$ cat src/hdl/ppfm_pkg.sv
// constants for the port pin function mux: register map, reset values, selects
// assumes a 32-bit apb slave with byte strobes
package ppfm_pkg;
  localparam int P7_W = 8;
  localparam int P8_W = 2;
  localparam int P9_W = 16;
  localparam int NPIN = P7_W + P8_W + P9_W;

  // register byte offsets
  localparam logic [7:0] OFS_P7_DATA    = 8'h00;
  localparam logic [7:0] OFS_P7_DIR     = 8'h04;
  localparam logic [7:0] OFS_P8_DATA    = 8'h08;
  localparam logic [7:0] OFS_P8_DIR     = 8'h0C;
  localparam logic [7:0] OFS_P8_MODE    = 8'h10;
  localparam logic [7:0] OFS_P8_OD      = 8'h14;
  localparam logic [7:0] OFS_P9_DATA    = 8'h20;
  localparam logic [7:0] OFS_P9_DATA_H  = 8'h24;
  localparam logic [7:0] OFS_P9_DIR     = 8'h28;
  localparam logic [7:0] OFS_P9_DIR_H   = 8'h2C;
  localparam logic [7:0] OFS_P9_MODE    = 8'h30;
  localparam logic [7:0] OFS_P9_MODE_H  = 8'h34;
  localparam logic [7:0] OFS_P9_FSEL    = 8'h38;
  localparam logic [7:0] OFS_P9_FSEL_H  = 8'h3C;
  localparam logic [7:0] OFS_P9_XSEL    = 8'h40;
  localparam logic [7:0] OFS_P9_XSEL_H  = 8'h44;
  localparam logic [7:0] OFS_P9_OD      = 8'h48;
  localparam logic [7:0] OFS_P9_OD_H    = 8'h4C;
  localparam logic [7:0] OFS_STATUS     = 8'h50;

  // reset values: ports come up as inputs in port mode
  localparam logic [P7_W-1:0] RST_P7_DIR  = 8'hFF;
  localparam logic [P8_W-1:0] RST_P8_DIR  = 2'h3;
  localparam logic [P9_W-1:0] RST_P9_DIR  = 16'hFFFF;
  localparam logic [P9_W-1:0] RST_ZERO16  = 16'h0000;
  localparam logic [P9_W-1:0] P9_ALL_ALT  = 16'hFFFF;

  // status register field
  localparam int ST_ADDR_BUS_BIT = 0;

  // port 9 alternate select {ext_function_select, function_select}
  localparam logic [1:0] SEL_ADDR_BUS = 2'b00;
  localparam logic [1:0] SEL_KEY_RET  = 2'b01;
  localparam logic [1:0] SEL_UART1_RX = 2'b10;
  localparam logic [1:0] SEL_PERIPH   = 2'b11;

  // shared pin positions
  localparam int P8_SHARED_PIN = 0;
  localparam int P9_RX_KR_PIN  = 1;
endpackage

$ cat src/hdl/ppfm_sync3.sv
// three-stage input synchroniser with agreement filter
// assumes asynchronous pin levels on the input
`timescale 1ns/1ns
module ppfm_sync3
  import ppfm_pkg::*;
#(
  parameter int W = 1
) (
  input  wire logic         pclk,
  input  wire logic         presetn,
  input  wire logic [W-1:0] async_in,
  output logic      [W-1:0] sync_q
);
  logic [W-1:0] s1_q, s2_q, s3_q, sync_d;

  always_comb begin
    sync_d = sync_q;
    for (int i = 0; i < W; i++) begin
      if (s2_q[i] == s3_q[i]) begin
        sync_d[i] = s3_q[i];
      end
    end
  end

  always_ff @(posedge pclk or negedge presetn) begin
    if (!presetn) begin
      s1_q   <= '0;
      s2_q   <= '0;
      s3_q   <= '0;
      sync_q <= '0;
    end else begin
      s1_q   <= async_in;
      s2_q   <= s1_q;
      s3_q   <= s2_q;
      sync_q <= sync_d;
    end
  end
endmodule

$ cat src/hdl/ppfm_pin_cell.sv
// one pin driver: port or alternate function, push-pull or open drain
// assumes control inputs come from registers on the same clock
`timescale 1ns/1ns
module ppfm_pin_cell
  import ppfm_pkg::*;
(
  input  wire logic pclk,
  input  wire logic presetn,
  input  wire logic latch,
  input  wire logic dir,
  input  wire logic mode,
  input  wire logic od,
  input  wire logic alt_out,
  input  wire logic alt_oe,
  output logic      pin_out_q,
  output logic      pin_oe_q
);
  logic drive, val, pin_out_d, pin_oe_d;

  always_comb begin
    drive     = mode ? alt_oe : ~dir;
    val       = mode ? alt_out : latch;
    pin_oe_d  = drive & (od ? ~val : 1'b1);
    pin_out_d = od ? 1'b0 : val;
  end

  always_ff @(posedge pclk or negedge presetn) begin
    if (!presetn) begin
      pin_out_q <= 1'b0;
      pin_oe_q  <= 1'b0;
    end else begin
      pin_out_q <= pin_out_d;
      pin_oe_q  <= pin_oe_d;
    end
  end
endmodule

$ cat src/hdl/ppfm_top.sv
// port 7/8/9 pin function mux with apb register access
// assumes apb4 master on pclk; pins arrive asynchronously
`timescale 1ns/1ns
module ppfm_top
  import ppfm_pkg::*;
(
  input  wire logic             pclk,
  input  wire logic             presetn,
  input  wire logic             psel,
  input  wire logic             penable,
  input  wire logic             pwrite,
  input  wire logic [7:0]       paddr,
  input  wire logic [31:0]      pwdata,
  input  wire logic [3:0]       pstrb,
  output logic      [31:0]      prdata,
  output logic                  pready,
  output logic                  pslverr,
  input  wire logic [P7_W-1:0]  p7_pin_in,
  output logic      [P7_W-1:0]  p7_pin_out,
  output logic      [P7_W-1:0]  p7_pin_oe,
  output logic      [P7_W-1:0]  analog_input_pin,
  input  wire logic [P8_W-1:0]  p8_pin_in,
  output logic      [P8_W-1:0]  p8_pin_out,
  output logic      [P8_W-1:0]  p8_pin_oe,
  output logic                  ext_irq8_pin,
  output logic                  uart3_rx_pin,
  input  wire logic [P9_W-1:0]  p9_pin_in,
  output logic      [P9_W-1:0]  p9_pin_out,
  output logic      [P9_W-1:0]  p9_pin_oe,
  input  wire logic [P9_W-1:0]  address_bus_lines,
  input  wire logic [P9_W-1:0]  p9_periph_out,
  input  wire logic [P9_W-1:0]  p9_periph_oe,
  output logic                  uart1_rx_pin,
  output logic                  key_return7_pin,
  output logic                  addr_bus_active
);
  logic [P7_W-1:0] p7_data_q, p7_data_d, p7_dir_q, p7_dir_d;
  logic [P8_W-1:0] p8_data_q, p8_data_d, p8_dir_q, p8_dir_d;
  logic [P8_W-1:0] p8_mode_q, p8_mode_d, p8_od_q, p8_od_d;
  logic [P9_W-1:0] p9_data_q, p9_data_d, p9_dir_q, p9_dir_d;
  logic [P9_W-1:0] p9_mode_q, p9_mode_d, p9_fsel_q, p9_fsel_d;
  logic [P9_W-1:0] p9_xsel_q, p9_xsel_d, p9_od_q, p9_od_d;
  logic [31:0]     prdata_d, rd_val;
  logic            pready_d, pslverr_d, hit, wr_en, setup;
  logic [P7_W-1:0] p7_s, p7_rd;
  logic [P8_W-1:0] p8_s, p8_rd;
  logic [P9_W-1:0] p9_s, p9_rd, p9_alt_out, p9_alt_oe;
  logic [NPIN-1:0] all_pin_in, all_latch, all_dir, all_mode, all_od;
  logic [NPIN-1:0] all_alt_out, all_alt_oe, all_pin_out, all_pin_oe;
  logic            irq8_d, irq8_q, urx3_d, urx3_q, urx1_d, urx1_q, kr7_d, kr7_q;
  logic            abus_d, abus_q;
  logic [P7_W-1:0] ana_d, ana_q;
  logic [1:0]      sel_rxkr;

  // merge a 16-bit register with a write using lanes 0 and 1
  function automatic logic [15:0] wr16(input logic [15:0] old,
                                       input logic [31:0] wd,
                                       input logic [3:0]  st);
    logic [15:0] r;
    r = old;
    if (st[0]) begin
      r[7:0] = wd[7:0];
    end
    if (st[1]) begin
      r[15:8] = wd[15:8];
    end
    return r;
  endfunction

  // high alias: lane 0 of the bus lands on bits 15:8
  function automatic logic [15:0] wr16h(input logic [15:0] old,
                                        input logic [31:0] wd,
                                        input logic [3:0]  st);
    logic [15:0] r;
    r = old;
    if (st[0]) begin
      r[15:8] = wd[7:0];
    end
    return r;
  endfunction

  ppfm_sync3 #(.W(NPIN)) u_sync (
    .pclk     (pclk),
    .presetn  (presetn),
    .async_in (all_pin_in),
    .sync_q   ({p9_s, p8_s, p7_s})
  );

  // data reads: latch for output pins, pin level for input pins
  always_comb begin
    p7_rd = (p7_dir_q & p7_s) | (~p7_dir_q & p7_data_q);
    p8_rd = (p8_dir_q & p8_s) | (~p8_dir_q & p8_data_q);
    p9_rd = (p9_dir_q & p9_s) | (~p9_dir_q & p9_data_q);
  end

  // register read decode
  always_comb begin
    rd_val = 32'h0000_0000;
    hit    = 1'b1;
    case (paddr)
      OFS_P7_DATA:   rd_val[P7_W-1:0] = p7_rd;
      OFS_P7_DIR:    rd_val[P7_W-1:0] = p7_dir_q;
      OFS_P8_DATA:   rd_val[P8_W-1:0] = p8_rd;
      OFS_P8_DIR:    rd_val[P8_W-1:0] = p8_dir_q;
      OFS_P8_MODE:   rd_val[P8_W-1:0] = p8_mode_q;
      OFS_P8_OD:     rd_val[P8_W-1:0] = p8_od_q;
      OFS_P9_DATA:   rd_val[15:0] = p9_rd;
      OFS_P9_DATA_H: rd_val[7:0]  = p9_rd[15:8];
      OFS_P9_DIR:    rd_val[15:0] = p9_dir_q;
      OFS_P9_DIR_H:  rd_val[7:0]  = p9_dir_q[15:8];
      OFS_P9_MODE:   rd_val[15:0] = p9_mode_q;
      OFS_P9_MODE_H: rd_val[7:0]  = p9_mode_q[15:8];
      OFS_P9_FSEL:   rd_val[15:0] = p9_fsel_q;
      OFS_P9_FSEL_H: rd_val[7:0]  = p9_fsel_q[15:8];
      OFS_P9_XSEL:   rd_val[15:0] = p9_xsel_q;
      OFS_P9_XSEL_H: rd_val[7:0]  = p9_xsel_q[15:8];
      OFS_P9_OD:     rd_val[15:0] = p9_od_q;
      OFS_P9_OD_H:   rd_val[7:0]  = p9_od_q[15:8];
      OFS_STATUS:    rd_val[ST_ADDR_BUS_BIT] = abus_q;
      default:       hit = 1'b0;
    endcase
  end

  // apb answer: one wait-free access, data registered in the setup cycle
  always_comb begin
    setup     = psel & ~penable;
    wr_en     = psel & penable & pready & pwrite & ~pslverr;
    pready_d  = setup;
    pslverr_d = setup & ~hit;
    prdata_d  = (setup & ~pwrite) ? rd_val : 32'h0000_0000;
  end

  // register writes
  always_comb begin
    p7_data_d = p7_data_q;
    p7_dir_d  = p7_dir_q;
    p8_data_d = p8_data_q;
    p8_dir_d  = p8_dir_q;
    p8_mode_d = p8_mode_q;
    p8_od_d   = p8_od_q;
    p9_data_d = p9_data_q;
    p9_dir_d  = p9_dir_q;
    p9_mode_d = p9_mode_q;
    p9_fsel_d = p9_fsel_q;
    p9_xsel_d = p9_xsel_q;
    p9_od_d   = p9_od_q;
    if (wr_en && pstrb[0]) begin
      case (paddr)
        OFS_P7_DATA: p7_data_d = pwdata[P7_W-1:0];
        OFS_P7_DIR:  p7_dir_d  = pwdata[P7_W-1:0];
        OFS_P8_DATA: p8_data_d = pwdata[P8_W-1:0];
        OFS_P8_DIR:  p8_dir_d  = pwdata[P8_W-1:0];
        OFS_P8_MODE: p8_mode_d = pwdata[P8_W-1:0];
        OFS_P8_OD:   p8_od_d   = pwdata[P8_W-1:0];
        default: begin
        end
      endcase
    end
    if (wr_en) begin
      case (paddr)
        OFS_P9_DATA:   p9_data_d = wr16(p9_data_q, pwdata, pstrb);
        OFS_P9_DATA_H: p9_data_d = wr16h(p9_data_q, pwdata, pstrb);
        OFS_P9_DIR:    p9_dir_d  = wr16(p9_dir_q, pwdata, pstrb);
        OFS_P9_DIR_H:  p9_dir_d  = wr16h(p9_dir_q, pwdata, pstrb);
        OFS_P9_MODE:   p9_mode_d = wr16(p9_mode_q, pwdata, pstrb);
        OFS_P9_MODE_H: p9_mode_d = wr16h(p9_mode_q, pwdata, pstrb);
        OFS_P9_FSEL:   p9_fsel_d = wr16(p9_fsel_q, pwdata, pstrb);
        OFS_P9_FSEL_H: p9_fsel_d = wr16h(p9_fsel_q, pwdata, pstrb);
        OFS_P9_XSEL:   p9_xsel_d = wr16(p9_xsel_q, pwdata, pstrb);
        OFS_P9_XSEL_H: p9_xsel_d = wr16h(p9_xsel_q, pwdata, pstrb);
        OFS_P9_OD:     p9_od_d   = wr16(p9_od_q, pwdata, pstrb);
        OFS_P9_OD_H:   p9_od_d   = wr16h(p9_od_q, pwdata, pstrb);
        default: begin
        end
      endcase
    end
  end

  // port 9 alternate outputs and peripheral inputs
  always_comb begin
    for (int i = 0; i < P9_W; i++) begin
      case ({p9_xsel_q[i], p9_fsel_q[i]})
        SEL_ADDR_BUS: begin
          p9_alt_out[i] = address_bus_lines[i];
          p9_alt_oe[i]  = 1'b1;
        end
        SEL_PERIPH: begin
          p9_alt_out[i] = p9_periph_out[i];
          p9_alt_oe[i]  = p9_periph_oe[i];
        end
        default: begin
          p9_alt_out[i] = 1'b0;
          p9_alt_oe[i]  = 1'b0;
        end
      endcase
    end
    sel_rxkr = {p9_xsel_q[P9_RX_KR_PIN], p9_fsel_q[P9_RX_KR_PIN]};
    // one pin, one select: receive and key return cannot both see it
    urx1_d = p9_mode_q[P9_RX_KR_PIN] & (sel_rxkr == SEL_UART1_RX)
             & p9_s[P9_RX_KR_PIN];
    kr7_d  = p9_mode_q[P9_RX_KR_PIN] & (sel_rxkr == SEL_KEY_RET)
             & p9_s[P9_RX_KR_PIN];
    // alternate inputs read low while the pin is in port mode
    irq8_d = p8_mode_q[P8_SHARED_PIN] & p8_s[P8_SHARED_PIN];
    urx3_d = p8_mode_q[P8_SHARED_PIN] & p8_s[P8_SHARED_PIN];
    abus_d = (p9_mode_q == P9_ALL_ALT) & (p9_fsel_q == RST_ZERO16)
             & (p9_xsel_q == RST_ZERO16);
    ana_d  = p7_dir_q;
  end

  assign all_pin_in  = {p9_pin_in, p8_pin_in, p7_pin_in};
  assign all_latch   = {p9_data_q, p8_data_q, p7_data_q};
  assign all_dir     = {p9_dir_q, p8_dir_q, p7_dir_q};
  assign all_mode    = {p9_mode_q, p8_mode_q, {P7_W{1'b0}}};
  assign all_od      = {p9_od_q, p8_od_q, {P7_W{1'b0}}};
  assign all_alt_out = {p9_alt_out, {(P8_W + P7_W){1'b0}}};
  assign all_alt_oe  = {p9_alt_oe, {(P8_W + P7_W){1'b0}}};

  for (genvar g = 0; g < NPIN; g++) begin : g_pin
    ppfm_pin_cell u_cell (
      .pclk      (pclk),
      .presetn   (presetn),
      .latch     (all_latch[g]),
      .dir       (all_dir[g]),
      .mode      (all_mode[g]),
      .od        (all_od[g]),
      .alt_out   (all_alt_out[g]),
      .alt_oe    (all_alt_oe[g]),
      .pin_out_q (all_pin_out[g]),
      .pin_oe_q  (all_pin_oe[g])
    );
  end

  assign {p9_pin_out, p8_pin_out, p7_pin_out} = all_pin_out;
  assign {p9_pin_oe, p8_pin_oe, p7_pin_oe}    = all_pin_oe;
  assign ext_irq8_pin     = irq8_q;
  assign uart3_rx_pin     = urx3_q;
  assign uart1_rx_pin     = urx1_q;
  assign key_return7_pin  = kr7_q;
  assign addr_bus_active  = abus_q;
  assign analog_input_pin = ana_q;

  always_ff @(posedge pclk or negedge presetn) begin
    if (!presetn) begin
      p7_data_q <= '0;
      p7_dir_q  <= RST_P7_DIR;
      p8_data_q <= '0;
      p8_dir_q  <= RST_P8_DIR;
      p8_mode_q <= '0;
      p8_od_q   <= '0;
      p9_data_q <= RST_ZERO16;
      p9_dir_q  <= RST_P9_DIR;
      p9_mode_q <= RST_ZERO16;
      p9_fsel_q <= RST_ZERO16;
      p9_xsel_q <= RST_ZERO16;
      p9_od_q   <= RST_ZERO16;
      prdata    <= 32'h0000_0000;
      pready    <= 1'b0;
      pslverr   <= 1'b0;
      irq8_q    <= 1'b0;
      urx3_q    <= 1'b0;
      urx1_q    <= 1'b0;
      kr7_q     <= 1'b0;
      abus_q    <= 1'b0;
      ana_q     <= '0;
    end else begin
      p7_data_q <= p7_data_d;
      p7_dir_q  <= p7_dir_d;
      p8_data_q <= p8_data_d;
      p8_dir_q  <= p8_dir_d;
      p8_mode_q <= p8_mode_d;
      p8_od_q   <= p8_od_d;
      p9_data_q <= p9_data_d;
      p9_dir_q  <= p9_dir_d;
      p9_mode_q <= p9_mode_d;
      p9_fsel_q <= p9_fsel_d;
      p9_xsel_q <= p9_xsel_d;
      p9_od_q   <= p9_od_d;
      prdata    <= prdata_d;
      pready    <= pready_d;
      pslverr   <= pslverr_d;
      irq8_q    <= irq8_d;
      urx3_q    <= urx3_d;
      urx1_q    <= urx1_d;
      kr7_q     <= kr7_d;
      abus_q    <= abus_d;
      ana_q     <= ana_d;
    end
  end
endmodule

$ cat config.mk
export PLATFORM = sky130hd
export DESIGN_NAME = ppfm_top
export DESIGN_NICKNAME = d
export VERILOG_FILES = /design/src/hdl/ppfm_pkg.sv /design/src/hdl/ppfm_sync3.sv /design/src/hdl/ppfm_pin_cell.sv /design/src/hdl/ppfm_top.sv
export SDC_FILE = /design/constraint.sdc
export NUM_CORES = 1
export LEC_CHECK = 0
export BUFFER_PORTS_ARGS = -buffer_cell sky130_fd_sc_hd__buf_2
export CAP_MARGIN = 20
export CORE_ASPECT_RATIO = 0.75
export CORE_MARGIN = 2
export CORE_UTILIZATION = 49
export DETAILED_ROUTE_END_ITERATION = 8
export GPL_ROUTABILITY_DRIVEN = 0
export GPL_TIMING_DRIVEN = 0
export PLACE_DENSITY = 0.7
export SLEW_MARGIN = 10
export SYNTH_ARGS = -nofsm -noshare
export SYNTH_HDL_FRONTEND = slang
export SYNTH_SLANG_ARGS = --single-unit
$ cat constraint.sdc
create_clock -name pclk -period 2.1 [get_ports pclk]
set_clock_uncertainty 0.1 [all_clocks]
set_input_delay 0.21 -clock pclk [delete_from_list [all_inputs] [get_ports pclk]]
set_output_delay 0.21 -clock pclk [all_outputs]
set_load 0.05 [all_outputs]
==> results.cfg, run 1 <==
[route]
drtIter0Drc = 1643
viasPerCell = 5.79
ant_nets = 0
wire_per_inst_um = 21.7
via_count = 11800
drcViolationCount = 0
drt_wl_total_mm = 44.2
first_pass_iters = 7

[run]
drv_cap = 0

[global_routing]
grt_first_pass_wirelength_mm = 67.1
grt-ovfl-total = 0
antenna_found_initial = 5
grt_pass1_vias = 11300
grt_start_max_net_pins = 100
grtUsageTotal = 0.292

[timing]
timing.final.crit_share = 1.02
rsz0062_at_grt = yes
maxSlewViolCount = 0
timing.final.ws_setup_ps = -42.9
relSlewSlack = 0.421
max_freq_mhz = 467
period_minus_slack_ps = 2140
finalHoldViolCount = 0
tightestPinTransition_ps = 869
setup_viol_count_final = 2

[critical_path]
crit_type = input port to flip-flop
critPathArrivalTime_ps = 2510
r2r_cells = 4
crit_path_start_kind = input port
r2r_setup_slack_ps = -10
r2r_end = prdata[1]
r2r-start = p8_dir_q[1]
worstSetupEndpointType = flip-flop
path_max_fanout = 10
cp.required_ps = 2460

[clocking]
cts_buffers = 30
path_clk_slew_ps = 60
cts_tree = yes
clk_path_buf_depth = 3
cts.sinks = 306
h-tree-depth = 1
worst_skew_pair.late_latency_ps = 580
cts_root_buffer = clkbuf_16

[yosys]
synth-async-reset-ratio = 1.00
syn_area_per_cell_um2 = 10.7
ys.flop_type = dfrtp_1
yosysTopAreaCell = dfrtp_1
synth_top_cell_area_share = 0.494
synth_most_common_cell = dfrtp_1
synth_xor_area_frac = 0
synthTopCellsByCount = dfrtp_1, nand2_1, o21ai_0
synth_top_family_by_area = compound AO/OA/AOI/OAI gates
synth_edf_count = 0
synthSimpleGateAreaFrac = 0.122
synthAdderAreaFrac = 0.0483
synthCells = 1329
yosysSeqAreaShare = 0.542
ys_ff_latch = 306
ys.warnings.count = 0
synth_cell_type_count = 66
synth.cell_area_um2 = 14200
synth_compound_gate_area_share = 0.129
muxShareOfSynthArea = 0.0873
synth_area_leaders = dfrtp_1, dfstp_2, mux2i_1

[pwr]
vdd_drop_max_mv = 0.682
power.density_nw_per_um2 = 707
total_leakage_power_nw = 8.13

[status]
run_status = finished with violations
violations = setup timing

[place]
dp_cells = 1913
numPortBuffers = 181
dpl.hpwl_mm = 31.8
dp_slack_ps = -653

[die]
die-area_um2 = 30300
ios = 222
die_x_um = 200
die_h_um = 151
core_area_um2 = 28200
start_util = 0.502
rows = 53

[hold_path]
hold_depth = 5
min_from = p9_periph_oe[7]
hold_path_class = input port to flip-flop
hold_end = g_pin[17].u_cell.pin_oe_q

[layout]
stdcell_count = 2035
fillerInstances = 2342
drive_above_1_share = 0.270
finish.utilization = 0.618
layout.nets = 1780
syn2layout_area_growth_pct = 23.1
==> worst max-delay path, cell delays in order <==
cell	delay [ps]
buf_2	140
buf_2	200
buf_1	250
nor2_1	540
nand2_1	300
a211oi_1	320
o21ai_0	250
a21oi_1	300
==> state kept, by name, summed over array words and instances, names as in the netlist, 26 cells and up <==
register and count:
g_pin.u_cell.pin_oe_q 26, g_pin.u_cell.pin_out_q 26, u_sync.s1_q 26, u_sync.s2_q 26, u_sync.s3_q 26, u_sync.sync_q 26
==> layout make-up <==
cell class / instances / area (µm²) / share of cell area
clock inverter: 8 / 90.1 / 0.00516
clock buffer: 48 / 890 / 0.0510
antenna: 3 / 7.51 / 0.000430
inverter: 48 / 180 / 0.0103
buffer: 134 / 821 / 0.0470
multi-input combinational: 855 / 5660 / 0.324
timing repair buffer: 248 / 1630 / 0.0936
tap: 385 / 482 / 0.0276
sequential: 306 / 7690 / 0.441
==> report_power, final <==
group	internal (mW)	switching, mW
Sequential	6.04	0.0933
Combinational	0.327	0.534
Clock	3.13	2.22
==> cell families after synthesis <==
family | after synthesis
buf+inv | 183
flops | 306
other cells | 1
mux | 117
compound gates | 297
simple gates | 365
fa+ha+maj | 60
==> layer usage <==
metal  wire [µm]  global-route usage
met1       18000               0.411
met2       18700               0.426
met3        5290              0.0807
met4        2100               0.127
met5          69                   0
==> layout by cell type (no fill, tap or decap), types with 16 or more instances in the layout <==
cell type / n
buf_2: 204
maj3_1: 26
dfrtp_1: 280
a22oi_1: 31
conb_1: 16
mux2i_1: 62
dlygate4sd3_1: 62
ha_1: 34
nor2b_1: 19
dfstp_2: 26
o21ai_0: 105
nand2_1: 166
clkbuf_1: 40
mux2_2: 54
clkbuf_16: 31
a21oi_1: 83
nor2_1: 83
inv_1: 48
buf_4: 75
==> per-stage QoR <==
stage	setup TNS (ps)	hold WS [ps]	area, µm²	power [mW]
6_report	-53.5	7.55	17500	12.3
5_1_grt	-110	31.5	17500	12.8
4_1_cts	-6.13	2.27	17400	12.4
3_5_place_dp	-37110	66.8	15700	6.98
3_3_place_gp	-1468520	218	15600	6.95
2_1_floorplan	0	-186	14200	6.58
==> worst max-delay path by stage <==
stage,startpoint,to,cells past startpoint
3_3_place_gp,presetn,u_sync.s1_q[21],1
6_report,paddr[6],prdata[2],8
3_5_place_dp,paddr[4],p9_od_q[11],8
4_1_cts,pslverr,p9_xsel_q[3],6
2_1_floorplan,pready,p7_data_q[0],5
5_1_grt,penable,p9_mode_q[8],8
==> what timing repair did <==
action                     CTS  global route
buffers inserted             0             2
hold endpoints to repair   262             0
resized for setup           10            20
setup endpoints to repair   91            62
hold buffers                62             0
Power figures use the tool's default switching activity.
==> inputs of run 2 (changes only) <==
Settings changed: PLACE_DENSITY 0.7 to 0.78.
==> run 2 against run 1 <==
The run ends with DRC, setup timing left. Flip-flop and latch count unchanged. Critical path depth down 3. Worst hold slack better by 4.0 ps. Combinational power down 3.4%. Cell count down 1.0%. Wire length down 1.0%. First-iteration DRC count up 17%. Setup slack worse by 69 ps. Die area unchanged. Register-to-register slack worse by 100 ps. Sequential power about the same. Critical path type is now flip-flop to flip-flop.
==> results.cfg, run 2 (same netlist as run 1, synthesis figures left out) <==
[clocking]
h-tree-depth = 1
cts_root_buffer = clkbuf_16
cts.sinks = 306
path_clk_slew_ps = 70
clk_path_buf_depth = 3
cts_buffers = 29
worst_skew_pair.late_latency_ps = 560
cts_tree = yes

[route]
viasPerCell = 5.90
drcViolationCount = 4
via_count = 11900
drtIter0Drc = 1925
first_pass_iters = 9
wire_per_inst_um = 21.7
ant_nets = 0
drt_wl_total_mm = 43.7

[layout]
layout.nets = 1761
design_area_um2 = 17300
stdcell_count = 2014
drive_above_1_share = 0.272
final_cell_mix = dfrtp_1, buf_2, nand2_1
final_common_cell = dfrtp_1
syn2layout_area_growth_pct = 21.6

[critical_path]
worstSetupEndpointType = flip-flop
path_max_fanout = 10
crit_type = flip-flop to flip-flop
crit_path_start_kind = flip-flop
crit_family = simple AND/OR/NAND/NOR gates
slowest_delay_ps = 470
cp.required_ps = 2400
worstPathBufferInverterCount = 1
critPathArrivalTime_ps = 2520
path_cells = nor3_2 > nand3_1 > clkbuf_1 > nand2_1 > o21ai_0
cp_slowest_cell = nand3_1

[die]
rows = 53
start_util = 0.502
die_h_um = 151
die_x_um = 200
core_area_um2 = 28200
die-area_um2 = 30300
ios = 222

[timing]
rsz0062_at_grt = yes
finalHoldViolCount = 0
setup_viol_count_final = 32
max_freq_mhz = 452
tightestPinTransition_ps = 889
relSlewSlack = 0.407
period_minus_slack_ps = 2210
timing.final.crit_share = 1.05
timing.final.ws_setup_ps = -112
maxSlewViolCount = 0

[global_routing]
grt_pass1_vias = 11500
grt_start_max_net_pins = 112
grt-ovfl-total = 0
grtUsageMet1 = 0.379
grt_busiest_layer = met2
antenna_found_initial = 4
grt_first_pass_wirelength_mm = 66.4
grt_util_met2 = 0.428
grtUsageTotal = 0.286
grtUsageMet3 = 0.108

[pwr]
power.density_nw_per_um2 = 723
vdd_drop_max_mv = 0.580
total_power_mw = 12.5
total_leakage_power_nw = 8.05

[place]
numPortBuffers = 181
dpl_cell_area_um2 = 15700
dpl.hpwl_mm = 31.2
dp_cells = 1912

[run]
drv_cap = 0

[status]
run_status = finished with violations
violations = DRC, setup timing

[hold_path]
hold_path_class = input port to flip-flop
==> run 2: metrics by stage <==
step                setup slack (ps)   util   TNS, ps  hold slack, ps
global placement               -4830  0.553  -1448560             218
floorplan                       63.3      -         0            -186
detailed placement              -558  0.555    -31920             188
global route                    -132  0.611     -2820            28.5
CTS                            0.912  0.609         0            6.27
finish                          -112  0.611     -1590            11.5
==> run 2: cell type report <==
type,instances,area (µm²)
flip-flops and latches,306,7690
plain buffers,134,821
clock buffers,43,858
repair buffers,230,1440
clock inverters,10,153
inverters,48,180
diodes,3,7.51
multi-input cells,855,5620
well taps,385,482
fillers,2326,11000
==> run 2: power breakdown <==
part | total (mW) | leakage [nW] | internal, mW | switching (mW)
combinational | 0.831 | 3.75 | 0.303 | 0.528
clock | 5.52 | 0.498 | 3.30 | 2.21
sequential | 6.13 | 3.80 | 6.04 | 0.0912
total | 12.5 | 8.05 | 9.65 | 2.83
==> run 2: path summary, 6_finish.rpt <==
kind	end	start	cells after the start	slack, ps
max	p9_mode_q[15]	pslverr	5	-110
min in group asynchronous	u_sync.s1_q[11]	presetn	2	180
min	g_pin[15].u_cell.pin_oe_q	p9_periph_oe[5]	5	10
min reg2reg	u_sync.s2_q[6]	u_sync.s1_q[6]	0	240
max reg2reg	p9_mode_q[15]	pslverr	5	-110
max in group asynchronous	p9_fsel_q[8]	presetn	3	720
==> run 2: tightest hold or removal path, stage by stage <==
cell and delay (ps):
buf_2 80, a21oi_1 60, nor2_1 80, a21oi_1 70
a21oi_1 110
==> run 2: timing repair <==
action	in CTS	in global routing
resized for setup	6	17
pin swaps	0	3
endpoints found under the setup margin	85	72
buffers inserted	0	0
hold endpoints to repair	162	0
hold buffers	47	0
==> run 2: per-layer routing <==
metal,up-vias,wire length (µm)
li1,5142,-
met1,5605,16700
met2,910,18400
met3,221,6430
met4,4,2130
met5,-,55
==> inputs of run 3 (changes only) <==
Settings changed: PLACE_DENSITY 0.78 to 0.81.
Clock period 2.1 ns to 1.9 ns, I/O delays scaled along.
==> run 3 against run 2 <==
Setup slack lost 69 ps. Cell count grew 1.3%. The run ends with setup timing left. Clock-buffer cell count shrank 8. Wire length grew 4.1%. Die area is the same.
==> results.cfg, run 3 (same netlist as run 1, synthesis figures left out) <==
[timing]
setup_viol_count_final = 6
period_minus_slack_ps = 2080
timing.final.crit_share = 1.10
finalHoldViolCount = 0
tightestPinTransition_ps = 915
maxSlewViolCount = 0
max_freq_mhz = 481
relSlewSlack = 0.390
rsz0062_at_grt = yes
timing.final.ws_setup_ps = -181

[critical_path]
critPathArrivalTime_ps = 2470
worstSetupEndpointType = flip-flop
path_max_fanout = 3
crit_path_start_kind = flip-flop
cp.required_ps = 2280
crit_type = flip-flop to flip-flop

[die]
die-area_um2 = 30300
die_x_um = 200
start_util = 0.502
ios = 222
rows = 53
core_area_um2 = 28200
die_h_um = 151

[layout]
multi_input_area_um2 = 5790
layout.nets = 1787
syn2layout_area_growth_pct = 25.9
final_common_cell = dfrtp_1
stdcell_count = 2040
drive_above_1_share = 0.300
finish.utilization = 0.632
design_area_um2 = 17900
area.sequential_um2 = 7690
fillerInstances = 2191
final_cell_mix = dfrtp_1, buf_2, nand2_1

[clocking]
cts_root_buffer = clkbuf_16
cts_tree = yes
worst_skew_pair.late_latency_ps = 570
cts.sinks = 306
path_clk_slew_ps = 60
cts_buffers = 30
h-tree-depth = 1
clk_path_buf_depth = 3

[pwr]
vdd_drop_max_mv = 0.645
total_power_mw = 14.5
total_leakage_power_nw = 8.31
power.density_nw_per_um2 = 812

[global_routing]
grt-ovfl-total = 0
grt_pass1_vias = 11900
grt_start_max_net_pins = 96
grtUsageTotal = 0.293
antenna_found_initial = 3
grt_first_pass_wirelength_mm = 68.3

[run]
drv_cap = 0

[place]
dp_slack_ps = -732
dpl_cell_area_um2 = 15700
numPortBuffers = 181
dp_cells = 1913
dpl.hpwl_mm = 31.4

[route]
wire_per_inst_um = 22.3
drcViolationCount = 0
viasPerCell = 6.02
ant_nets = 0
via_count = 12300
drtIter0Drc = 2089
drt_wl_total_mm = 45.5
first_pass_iters = 8

[hold_path]
hold_path_class = input port to flip-flop

[status]
run_status = finished with violations
violations = setup timing
run 3: changes by cell type in the layout (fill, tap and decap cells not counted), moves of 4 or more:
cell,previous run,this run
buf_4,73,90
clkbuf_1,35,20
clkbuf_8,8,4
dlygate4sd3_1,47,57
nand2_1,165,161
nand2_2,3,7
nand3_1,19,13
nand3_4,0,4
run 3: worst max-delay path: stages (launching register included):
cell and delay, ps:
dfstp_2 540, buf_4 100, buf_4 110, mux2i_1 80
nor4_1 360, a21oi_1 100, a211oi_1 360, o31a_1 250
run 3: worst paths after layout:
kind	cells after the start	slack (ps)	startpoint	endpoint
max in group asynchronous	5	230	presetn	ana_d[6]
hold / removal	5	0.4	p9_periph_oe[10]	g_pin[20].u_cell.pin_oe_q
setup / recovery	7	-180	p8_dir_q[1]	prdata[1]
setup reg to reg	7	-180	p8_dir_q[1]	prdata[1]
hold reg to reg	0	250	u_sync.s1_q[8]	u_sync.s2_q[8]
min in group asynchronous	3	470	presetn	u_sync.sync_q[14]
run 3: layout make-up:
class,instances,share of cell area
timing repair buffer,255,0.0961
tap,385,0.0270
multi-input combinational,855,0.324
buffer,134,0.0485
clock inverter,21,0.0170
sequential,306,0.431
inverter,48,0.0101
clock buffer,35,0.0465
antenna,1,0.000140
run 3: stage by stage:
step	setup TNS, ps	hold WS (ps)
3_3_place_gp	-1526960	197
3_5_place_dp	-57870	-34.3
2_1_floorplan	0	-206
4_1_cts	-29.2	2.67
5_1_grt	-281	35.6
6_report	-478	0.443
run 3: report_power, final:
group	total, mW	internal, mW	switching (mW)
logic	0.983	0.368	0.615
clock network	6.74	4.10	2.64
registers	6.78	6.67	0.104
run 3: routing by layer:
metal	wire length, µm	GRT usage	up-vias	share of wire
li1	-	-	5204	-
met1	17300	0.387	5771	0.38
met2	19100	0.434	997	0.42
met3	6550	0.114	300	0.14
met4	2570	0.119	4	0.056
met5	46	0	-	0.0010
run 3: timing repair:
| action | CTS | global route |
|---|---|---|
| hold endpoints to repair | 285 | 0 |
| gates cloned | 0 | 1 |
| endpoints found under the setup margin | 120 | 171 |
| pin swaps | 7 | 4 |
| hold buffers | 58 | 0 |
| setup buffers | 7 | 5 |
| resized for setup | 39 | 47 |
